### src/inc/pms_pkg.sv
// Power mode sequencer package: mode encodings and timing constants.
// Assumes a single 40 MHz clock domain.
package pms_pkg;

    // ==================================================================
    // Power modes
    typedef enum logic [3:0] {
        PMS_RUN,
        PMS_WAIT,
        PMS_STOP,
        PMS_PARTIAL_STOP_LEVEL_TWO,
        PMS_PARTIAL_STOP_LEVEL_ONE,
        PMS_VLP_RUN,
        PMS_VLP_WAIT,
        PMS_VLP_STOP
    } pms_mode_e;

    // Partial stop level select carried with a stop request
    typedef enum logic [1:0] {
        PMS_STOP_FULL,
        PMS_STOP_PART2,
        PMS_STOP_PART1
    } pms_stop_e;

    // ==================================================================
    // Timing
    localparam int unsigned CLK_HZ            = 40_000_000;
    localparam int unsigned FLASH_LP_HZ       = 1_000_000;
    localparam int unsigned OSC_LP_HZ         = 4_000_000;
    // Divider ratios derived from the clock rate
    localparam int unsigned FLASH_LP_DIV      = CLK_HZ / FLASH_LP_HZ;
    localparam int unsigned CORE_LP_DIV       = CLK_HZ / OSC_LP_HZ;
    localparam int unsigned DIV_W             = 8;

    // Reset values
    localparam logic        RST_LVD_ON        = 1'b1;
    localparam logic        RST_REG_LP        = 1'b0;
    localparam logic        RST_CLK_ON        = 1'b1;

endpackage : pms_pkg

### src/pms_rate_div.sv
// One-cycle enable pulse generator for the reduced-rate clocks.
// Assumes the single system clock; ratio must be at least one.
`timescale 1ns/100ps
module pms_rate_div #(
    parameter int unsigned W = 8
) (
    input  wire logic         clock,
    input  wire logic         nrst,
    input  wire logic         run,
    input  wire logic [W-1:0] ratio,
    output logic              tick
);

    logic [W-1:0] cnt_q;

    // ==================================================================
    // Counter, restarted whenever the rate is not in use
    always_ff @(posedge clock) begin
        if (!nrst || !run) begin
            cnt_q <= '0;
            tick  <= 1'b0;
        end else if (cnt_q >= ratio - 1'b1) begin
            cnt_q <= '0;
            tick  <= 1'b1;
        end else begin
            cnt_q <= cnt_q + 1'b1;
            tick  <= 1'b0;
        end
    end

endmodule // pms_rate_div

### src/pms_sequencer.sv
// Power mode sequencer: run/wait/stop control with clock gating,
// regulator and low-voltage-detect control and I/O hold.
// Assumes core requests are synchronous one-cycle pulses on clock.
`timescale 1ns/100ps
module pms_sequencer
    import pms_pkg::*;
#(
    parameter int unsigned FLASH_DIV = FLASH_LP_DIV,
    parameter int unsigned CORE_DIV  = CORE_LP_DIV
) (
    input  wire logic              clock,
    input  wire logic              nrst,
    // Core side
    input  wire logic              sleep_instruction,
    input  wire logic              deep_sleep_select,
    input  wire pms_pkg::pms_stop_e stop_level,
    input  wire logic              vlp_run_req,
    input  wire logic              normal_run_req,
    input  wire logic              wake_irq,
    input  wire logic              dcdc_continuous,
    input  wire logic              radio_req,
    // Mode status
    output pms_pkg::pms_mode_e     mode_q,
    output logic                   core_clk_en_q,
    output logic                   sys_clk_en_q,
    output logic                   bus_clk_en_q,
    output logic                   bus_stop_q,
    output logic                   clkgen_run_q,
    output logic                   regulator_lp_q,
    output logic                   lvd_en_q,
    output logic                   flash_lp_q,
    output logic                   flash_tick_q,
    output logic                   core_lp_tick_q,
    output logic                   bias_en_q,
    output logic                   radio_allow_q,
    output logic                   io_hold_q,
    output logic                   lp_periph_en_q,
    output logic                   periph_clk_en_q
);

    // ==================================================================
    // Mode state
    pms_mode_e mode_d;
    logic      vlp_origin_q;
    logic      vlp_origin_d;
    logic      vlp_run_d;
    logic      flash_tick;
    logic      core_tick;
    logic      vlp_any;

    always_comb begin
        mode_d = mode_q;
        case (mode_q)
            PMS_RUN: begin
                if (sleep_instruction) begin
                    if (!deep_sleep_select) begin
                        mode_d = PMS_WAIT;
                    end else if (stop_level == PMS_STOP_PART2) begin
                        mode_d = PMS_PARTIAL_STOP_LEVEL_TWO;
                    end else if (stop_level == PMS_STOP_PART1) begin
                        mode_d = PMS_PARTIAL_STOP_LEVEL_ONE;
                    end else begin
                        mode_d = PMS_STOP;
                    end
                end else if (vlp_run_req) begin
                    mode_d = PMS_VLP_RUN;
                end
            end
            PMS_VLP_RUN: begin
                if (sleep_instruction) begin
                    // Partial stops leave the regulator in low-power run
                    if (!deep_sleep_select) begin
                        mode_d = PMS_VLP_WAIT;
                    end else if (stop_level == PMS_STOP_PART2) begin
                        mode_d = PMS_PARTIAL_STOP_LEVEL_TWO;
                    end else if (stop_level == PMS_STOP_PART1) begin
                        mode_d = PMS_PARTIAL_STOP_LEVEL_ONE;
                    end else begin
                        mode_d = PMS_VLP_STOP;
                    end
                end else if (normal_run_req) begin
                    mode_d = PMS_RUN;
                end
            end
            PMS_WAIT,
            PMS_STOP: begin
                if (wake_irq) begin
                    mode_d = PMS_RUN;
                end
            end
            PMS_VLP_WAIT,
            PMS_VLP_STOP: begin
                if (wake_irq) begin
                    mode_d = PMS_VLP_RUN;
                end
            end
            PMS_PARTIAL_STOP_LEVEL_TWO,
            PMS_PARTIAL_STOP_LEVEL_ONE: begin
                if (wake_irq) begin
                    mode_d = vlp_origin_q ? PMS_VLP_RUN : PMS_RUN;
                end
            end
            default: mode_d = PMS_RUN;
        endcase
    end

    always_ff @(posedge clock) begin
        if (!nrst) begin
            mode_q <= PMS_RUN;
        end else begin
            mode_q <= mode_d;
        end
    end

    // Origin run mode remembered for partial-stop wake. The regulator
    // decode uses the next value, so a sleep in the first cycle of a run
    // mode never sees the origin of the run mode before it.
    always_comb begin
        vlp_origin_d = vlp_origin_q;
        if (mode_q == PMS_RUN) begin
            vlp_origin_d = 1'b0;
        end else if (mode_q == PMS_VLP_RUN) begin
            vlp_origin_d = 1'b1;
        end
    end

    always_ff @(posedge clock) begin
        if (!nrst) begin
            vlp_origin_q <= 1'b0;
        end else begin
            vlp_origin_q <= vlp_origin_d;
        end
    end

    // ==================================================================
    // Clock gating, decoded from the next mode so outputs track the state
    always_ff @(posedge clock) begin
        if (!nrst) begin
            core_clk_en_q   <= RST_CLK_ON;
            sys_clk_en_q    <= RST_CLK_ON;
            bus_clk_en_q    <= RST_CLK_ON;
            periph_clk_en_q <= RST_CLK_ON;
            bus_stop_q      <= 1'b0;
        end else begin
            core_clk_en_q   <= (mode_d == PMS_RUN)
                            || (mode_d == PMS_VLP_RUN);
            sys_clk_en_q    <= (mode_d == PMS_RUN)
                            || (mode_d == PMS_VLP_RUN)
                            || (mode_d == PMS_WAIT)
                            || (mode_d == PMS_VLP_WAIT);
            bus_clk_en_q    <= (mode_d != PMS_STOP)
                            && (mode_d != PMS_VLP_STOP)
                            && (mode_d != PMS_PARTIAL_STOP_LEVEL_ONE);
            periph_clk_en_q <= (mode_d == PMS_RUN)
                            || (mode_d == PMS_WAIT)
                            || (mode_d == PMS_VLP_RUN)
                            || (mode_d == PMS_VLP_WAIT)
                            || (mode_d == PMS_PARTIAL_STOP_LEVEL_TWO);
            bus_stop_q      <= (mode_d == PMS_STOP)
                            || (mode_d == PMS_VLP_STOP)
                            || (mode_d == PMS_PARTIAL_STOP_LEVEL_ONE);
        end
    end

    // ==================================================================
    // Regulator, clock generators and voltage detection
    assign vlp_any = (mode_d == PMS_VLP_RUN) || (mode_d == PMS_VLP_WAIT)
                  || (mode_d == PMS_VLP_STOP);

    always_ff @(posedge clock) begin
        if (!nrst) begin
            regulator_lp_q <= RST_REG_LP;
            lvd_en_q       <= RST_LVD_ON;
            clkgen_run_q   <= 1'b1;
            flash_lp_q     <= 1'b0;
            lp_periph_en_q <= 1'b1;
        end else begin
            // Partial stops keep the regulator in its run-side setting
            regulator_lp_q <= vlp_any
                           || (((mode_d == PMS_PARTIAL_STOP_LEVEL_ONE)
                           || (mode_d == PMS_PARTIAL_STOP_LEVEL_TWO))
                           && vlp_origin_d);
            lvd_en_q       <= !vlp_any
                           && !(((mode_d == PMS_PARTIAL_STOP_LEVEL_ONE)
                           || (mode_d == PMS_PARTIAL_STOP_LEVEL_TWO))
                           && vlp_origin_d);
            clkgen_run_q   <= (mode_d != PMS_STOP)
                           && (mode_d != PMS_VLP_STOP);
            flash_lp_q     <= vlp_any;
            // Timer, clock, comparator, converter and pin wake stay alive
            lp_periph_en_q <= 1'b1;
        end
    end

    // ==================================================================
    // Radio and biasing in low-power modes
    always_ff @(posedge clock) begin
        if (!nrst) begin
            bias_en_q     <= 1'b1;
            radio_allow_q <= 1'b0;
        end else begin
            bias_en_q     <= !(((mode_d == PMS_VLP_RUN)
                          || (mode_d == PMS_VLP_WAIT))
                          && dcdc_continuous);
            if (mode_d == PMS_RUN) begin
                radio_allow_q <= radio_req;
            end else if (mode_d == PMS_VLP_RUN) begin
                radio_allow_q <= radio_req && dcdc_continuous;
            end else begin
                radio_allow_q <= 1'b0;
            end
        end
    end

    // ==================================================================
    // Pin state is held regardless of mode; mode changes never release it
    always_ff @(posedge clock) begin
        if (!nrst) begin
            io_hold_q <= 1'b1;
        end else begin
            io_hold_q <= 1'b1;
        end
    end

    // ==================================================================
    // Reduced-rate enables: 1 MHz flash and 4 MHz core in low-power run
    pms_rate_div #(
        .W     (DIV_W)
    ) u_flash_div (
        .clock (clock),
        .nrst  (nrst),
        .run   (mode_q == PMS_VLP_RUN),
        .ratio (DIV_W'(FLASH_DIV)),
        .tick  (flash_tick)
    );

    pms_rate_div #(
        .W     (DIV_W)
    ) u_core_div (
        .clock (clock),
        .nrst  (nrst),
        .run   (mode_q == PMS_VLP_RUN),
        .ratio (DIV_W'(CORE_DIV)),
        .tick  (core_tick)
    );

    assign vlp_run_d = (mode_d == PMS_VLP_RUN);

    always_ff @(posedge clock) begin
        if (!nrst) begin
            flash_tick_q   <= 1'b0;
            core_lp_tick_q <= 1'b0;
        end else begin
            // Gated by the next mode so no stray tick follows an exit
            flash_tick_q   <= flash_tick && vlp_run_d;
            core_lp_tick_q <= core_tick && vlp_run_d;
        end
    end

endmodule // pms_sequencer

### config.mk
export PLATFORM = sky130hd
export DESIGN_NAME = pms_sequencer
export DESIGN_NICKNAME = d
export VERILOG_FILES = /design/src/inc/pms_pkg.sv /design/src/pms_rate_div.sv /design/src/pms_sequencer.sv
export SDC_FILE = /design/constraint.sdc
export NUM_CORES = 1
export LEC_CHECK = 0
export ABC_AREA = 1
export BUFFER_PORTS_ARGS = -buffer_cell sky130_fd_sc_hd__buf_2
export CORE_MARGIN = 3
export CORE_UTILIZATION = 56
export DETAILED_ROUTE_END_ITERATION = 7
export HOLD_SLACK_MARGIN = 0.02
export PLACE_DENSITY = 0.78
export SETUP_SLACK_MARGIN = 0.5
export SYNTH_ARGS = -nofsm -noshare
export SYNTH_HDL_FRONTEND = slang
export SYNTH_HIERARCHICAL = 1
export SYNTH_SLANG_ARGS = --single-unit
### constraint.sdc
create_clock -name clock -period 2.29 [get_ports clock]
set_input_delay 0.3435 -clock clock [delete_from_list [all_inputs] [get_ports clock]]
set_output_delay 0.3435 -clock clock [all_outputs]
set_load 0.02 [all_outputs]
== Word level (Yosys, flattened, before mapping) ==
Cells that the tools add are included.
Word-level totals
  output and inout bits: 19
  input port bits: 11
  word-level logic and storage cells: 97
  register bits: 36
Cells by class
  reduce and logical (&&, ||, !) cells: 34
  order comparisons: 2
  muxes and demuxes: 21
  equal/unequal tests: 19
  add/subtract/negate cells: 2
Operator list (number)
  $eq 4x3->1 const B: 8
  $mux 4: 7
  $pmux 4 s5: 1
  $mux 3: 6
  $add 8x1->8 const B: 2
  $eq 4x2->1 const B: 4
  $logic_or 1x1->1: 14
  $reduce_or 2->1: 5
  $eq 4x1->1 const B: 2
  $ge 8x4->1 const B: 1
  $ge 8x6->1 const B: 1
  $logic_and 1x1->1: 8
  $logic_not 4->1: 2
  $ne 4x3->1 const B: 2
  $mux 1: 6
  $logic_not 1->1: 5
  $ne 4x2->1 const B: 1
  $eq 2x1->1 const B: 1
  $eq 2x2->1 const B: 1
  $mux 2: 1

== Depth between registers and ports, before layout ==
  depth in word-level cells: 11
  depth in mapped cells: 13
  gate-level depth less buffers: 13

== By module ==
The synthesis kept the hierarchy.
Modules (own cells, without submodules)
  pms_rate_div: seq. area each 180.2 um^2, area an instance 679.4 um^2, cells an instance 96, instances 2
  pms_sequencer: seq. area each 360.3 um^2, area an instance 983.4 um^2, cells an instance 136, instances 1

== Worst setup path after synthesis ==
No wires, ideal clock.
  path kind: flip-flop to flip-flop
  from: register mode_q[3]
  to: register bus_clk_en_q
  path buffers: 0
  setup slack: 794 ps
  cell stages (with the launch flop): 10
  arrival time: 1377 ps
  required time: 2172 ps
  setup time: 118 ps
  period minus slack after synthesis: 1496 ps
  path through: dfxtp_1 -> inv_2 -> nand3_1 -> nor2_1 -> nor2_2 -> nand2_2 -> nor2_8 -> nand3_2 -> nor2_2 -> a21oi_1
Between the ends
  cells in the longest elaborated chain, start to end: 6
  elaborated cells between the ends (all ways): 24
  classes of those cells: 10 x eq/ne; 8 x mux; 6 x reduce/logical
Ends and longest elaborated chain
  start, declared: RTL line pms_sequencer.sv:23  | output pms_pkg::pms_mode_e mode_q,
  start signal, assigned: RTL line pms_sequencer.sv:111  | mode_q <= mode_d;
  $eq 4x2->1, or another cell as far along: RTL line pms_sequencer.sv:53  | case (mode_q)
  $reduce_or 2->1, or another cell as far along: RTL line pms_sequencer.sv:53
  $pmux 4 s5 (*): RTL line pms_sequencer.sv:53
  $ne 4x2->1 or $ne 4x3->1 (tied branches): RTL line pms_sequencer.sv:151, pms_sequencer.sv:152
  $logic_and 1x1->1: RTL line pms_sequencer.sv:152  | && (mode_d != PMS_VLP_STOP)
  $logic_and 1x1->1 (*): RTL line pms_sequencer.sv:153  | && (mode_d != PMS_PARTIAL_STOP_LEVEL_ONE);
  end signal, assigned: RTL line pms_sequencer.sv:151  | bus_clk_en_q <= (mode_d != PMS_STOP)
  end, declared: RTL line pms_sequencer.sv:26  | output logic bus_clk_en_q,
Every way passes the cells marked *; elsewhere a longest branch is shown, timed or not.
A chain may end at the register's enable or synchronous reset.

== Worst setup path after layout ==
  from: register mode_q[1]
  to: register bias_en_q
Between the ends
  cells in the longest elaborated chain, start to end: 7
  elaborated cells between the ends (all ways): 24
  classes of those cells: 9 x eq/ne; 8 x mux; 7 x reduce/logical
Ends and longest elaborated chain
  $eq 4x2->1, or another cell as far along: RTL line pms_sequencer.sv:53
  $reduce_or 2->1, or another cell as far along: RTL line pms_sequencer.sv:53
  $pmux 4 s5 (*): RTL line pms_sequencer.sv:53
  $eq 4x3->1, on equally long branches: RTL line pms_sequencer.sv:202, pms_sequencer.sv:203
  $logic_or 1x1->1 (*): RTL line pms_sequencer.sv:203  | || (mode_d == PMS_VLP_WAIT))
  $logic_and 1x1->1 (*): RTL line pms_sequencer.sv:204  | && dcdc_continuous);
  $logic_not 1->1 (*): RTL line pms_sequencer.sv:202  | bias_en_q <= !(((mode_d == PMS_VLP_RUN)
  end signal, assigned: RTL line pms_sequencer.sv:202
  end, declared: RTL line pms_sequencer.sv:34  | output logic bias_en_q,
Marks and branches as above.

==> reports/metrics.yaml <==
cells_and_area:
  stdcell_count: 451
  antenna_cells: 0
  final_core_util_pct: 72.3
  drive_gt1_share_pct: 18.9
  final_net_count: 433
  fill_cells: 342
  syn_to_final_growth_pct: 19.0
grt:
  antenna_found_initial: 0
  gr-total-overflow: 0
  grt_pass1_vias: 1908
  grt_max_degree: 12
  grt_pass1_wl_um: 7590
  grt_use_total_pct: 18.3
job:
  maxCapViolCount: 0
clock_network:
  htreeDepth: 2
  cts_buffers: 5
  path_clk_slew_ns: 0.07
  cts_sinks: 36
  cts_tree: "done"
  cts_root_buffer: "clkbuf_8"
  insertion_delay_ns: 0.29
  cts-resized-gates: 0
  postCtsSetupBuffers: 0
  holdBufCountCts: 0
  clock_path_buffers: 2
setup_path:
  r2r-start: "mode_q[1]"
  critPathLaunchType: "register"
  required_ns: 2.46
  rr_worst_depth: 10
  path_max_fanout: 7
  crit_start: "mode_q[1]"
  r2r_end: "bias_en_q"
  crit_type: "register to register"
  r2r_slack_ns: 0.76
  endpoint_kind: "register"
  cp.arrival_ns: 1.70
floorplan:
  core_area_um2: 3850
  die_height_um: 70.7
  fp.dieArea_um2: 4990
  design.portCount: 30
  chipWidth_um: 70.7
  fp-row-count: 22
  initial_utilization_pct: 60.8
synthesis:
  synth_top_family_by_area: "simple AND/OR/NAND/NOR gates"
  ys_seq_elements: 36
  syn_inst: 328
  synth_fa_ha_area_share_pct: 10.7
  synthDistinctLibCells: 28
  yosys.area.top_type: "dfxtp_1"
  synth_xor_xnor_area_share_pct: 7.48
  synth_mux_area_share_pct: 0
  synth_top_area_share_pct: 30.8
  synth-compound-area-share_pct: 5.66
  ys_warn_count: 6
  avgSynthCellArea_um2: 7.14
  ys_seq_area_share_pct: 30.8
  yosys.area_share.simple_pct: 36.1
  synth_area_leaders: "dfxtp_1, ha_1, nand2_1"
  syn_area_um2: 2340
min_path:
  hp-class: "input pin to register"
  min_to: "bias_en_q"
  hp-start: "dcdc_continuous"
  hold_depth: 2
timing:
  finalMaxSlewViolations: 0
  tns_ns: 0
  setup-violations-final: 0
  rsz0062_at_grt: "no"
  finalCriticalPeriod_ns: 1.53
  max_freq_ghz: 0.653
  fin_skew_ns: 0.00562
  period_share_pct: 66.8
  whs_ns: 0.263
  hold_viol_final: 0
pwr:
  power_density_nw_per_um2: 507
  p_leak_uw: 0.00140
  ir_drop_mv: 0.447
drt:
  drt_iter0_drc: 38
  ant_nets: 0
  wl_per_cell_um: 9.32
  route.vias.total: 2035
  first_pass_iters: 4
  avgViaCountPerCell: 4.51
  wirelength_um: 4200
  drcViolationCount: 0
placed_design:
  gp_congestion: 0.834
  dp_hpwl_um: 3530
  placed_cells: 443
  port_buffers: 27
status:
  status: "complete, no violations"
==> metrics by stage <==
stage | worst slack (ns) | cell area, um^2 | power (uW)
after floorplan | 0.794 | 2500 | 838
after global placement | 0.789 | 2680 | 879
after detailed placement | 0.790 | 2680 | 882
after CTS | 0.771 | 2790 | 1420
after global routing | 0.575 | 2790 | 1480
final | 0.760 | 2790 | 1410
==> sequential cells by signal (all words and copies together) (netlist names) <==
signal / flops
u_flash_div/cnt_q: 8
mode_q: 4
bus_stop_q: 1
u_core_div/tick: 1
u_core_div/cnt_q: 8
flash_tick_q: 1
periph_clk_en_q: 1
vlp_origin_q: 1
bus_clk_en_q: 1
u_flash_div/tick: 1
sys_clk_en_q: 1
flash_lp_q: 1
lvd_en_q: 1
radio_allow_q: 1
clkgen_run_q: 1
core_clk_en_q: 1
regulator_lp_q: 1
bias_en_q: 1
core_lp_tick_q: 1
==> worst max path at each step <==
| stage | endpoint | slack [ns] | cells past startpoint |
|---|---|---|---|
| floorplan | bus_clk_en_q | 0.79 | 9 |
| global placement | bus_clk_en_q | 0.79 | 11 |
| detailed placement | bias_en_q | 0.79 | 10 |
| CTS | bias_en_q | 0.77 | 10 |
| global route | bias_en_q | 0.58 | 10 |
| finish | bias_en_q | 0.76 | 10 |
==> Yosys cell counts, drive strengths merged <==
master,number
nand4,2
nor4,2
o21ai,10
conb,2
o211ai,1
xor2,8
a21o,2
xnor2,12
nand2,79
nor2,63
buf,3
nand3,24
ha,20
inv,51
a21oi,9
dfxtp,36
nor3,4
==> worst max-delay path, cell delays in order (launching register included) <==
cell and delay, ns:
dfxtp_1 0.37, inv_1 0.12, nand2_1 0.09, nor2_4 0.19
nand3_2 0.10, nand2_2 0.08, nor2_2 0.06, nor2_2 0.10
nand2_1 0.11, o21ai_1 0.10, nand3_1 0.08
==> kinds of logic after synthesis <==
logic type	count (synthesis)
other	2
buffers and inverters	54
DFF	36
AOI/OAI and AO/OA	22
adders and majority gates	20
xor gates and xnor gates	20
and+or+nand+nor	174
==> power by group <==
group,total (uW),internal [uW],switching (uW)
Combinational,224,77.0,147
Clock,540,323,217
Sequential,649,640,8.70
==> layer usage <==
layer / track usage (%) / up-vias / wire, um
li1: - / 1122 / -
met1: 21.7 / 884 / 1920
met2: 32.5 / 24 / 2050
met3: 4.55 / 5 / 186
met4: 5.64 / 0 / 46
met5: 0 / - / 0
==> layout by cell type, fill, tap and decap left out, types with 4 or more instances in the layout <==
cell and instances:
conb_1 45, clkbuf_8 5, nand3_2 7, nand3_1 17, xor2_1 8, nand2_2 10
inv_2 6, dfxtp_1 36, o21ai_0 7, nor2_2 10, a21oi_1 8, nand2_4 4
nor3_1 4, xnor2_1 12, buf_2 27, ha_1 20, nor2_1 50, inv_1 45
nand2_1 65
==> area by class of cell <==
type                       count  area (um^2)  share of cell area, %
sequential                    36          721                   25.9
clock buffer                   6         72.6                   2.60
timing repair buffer          27          135                   4.85
inverter                      51          191                   6.87
tap                           48         60.1                   2.16
clock inverter                 2         35.0                   1.26
multi-input combinational    281         1570                   56.4
No activity file was read; power rests on OpenSTA's default activity.
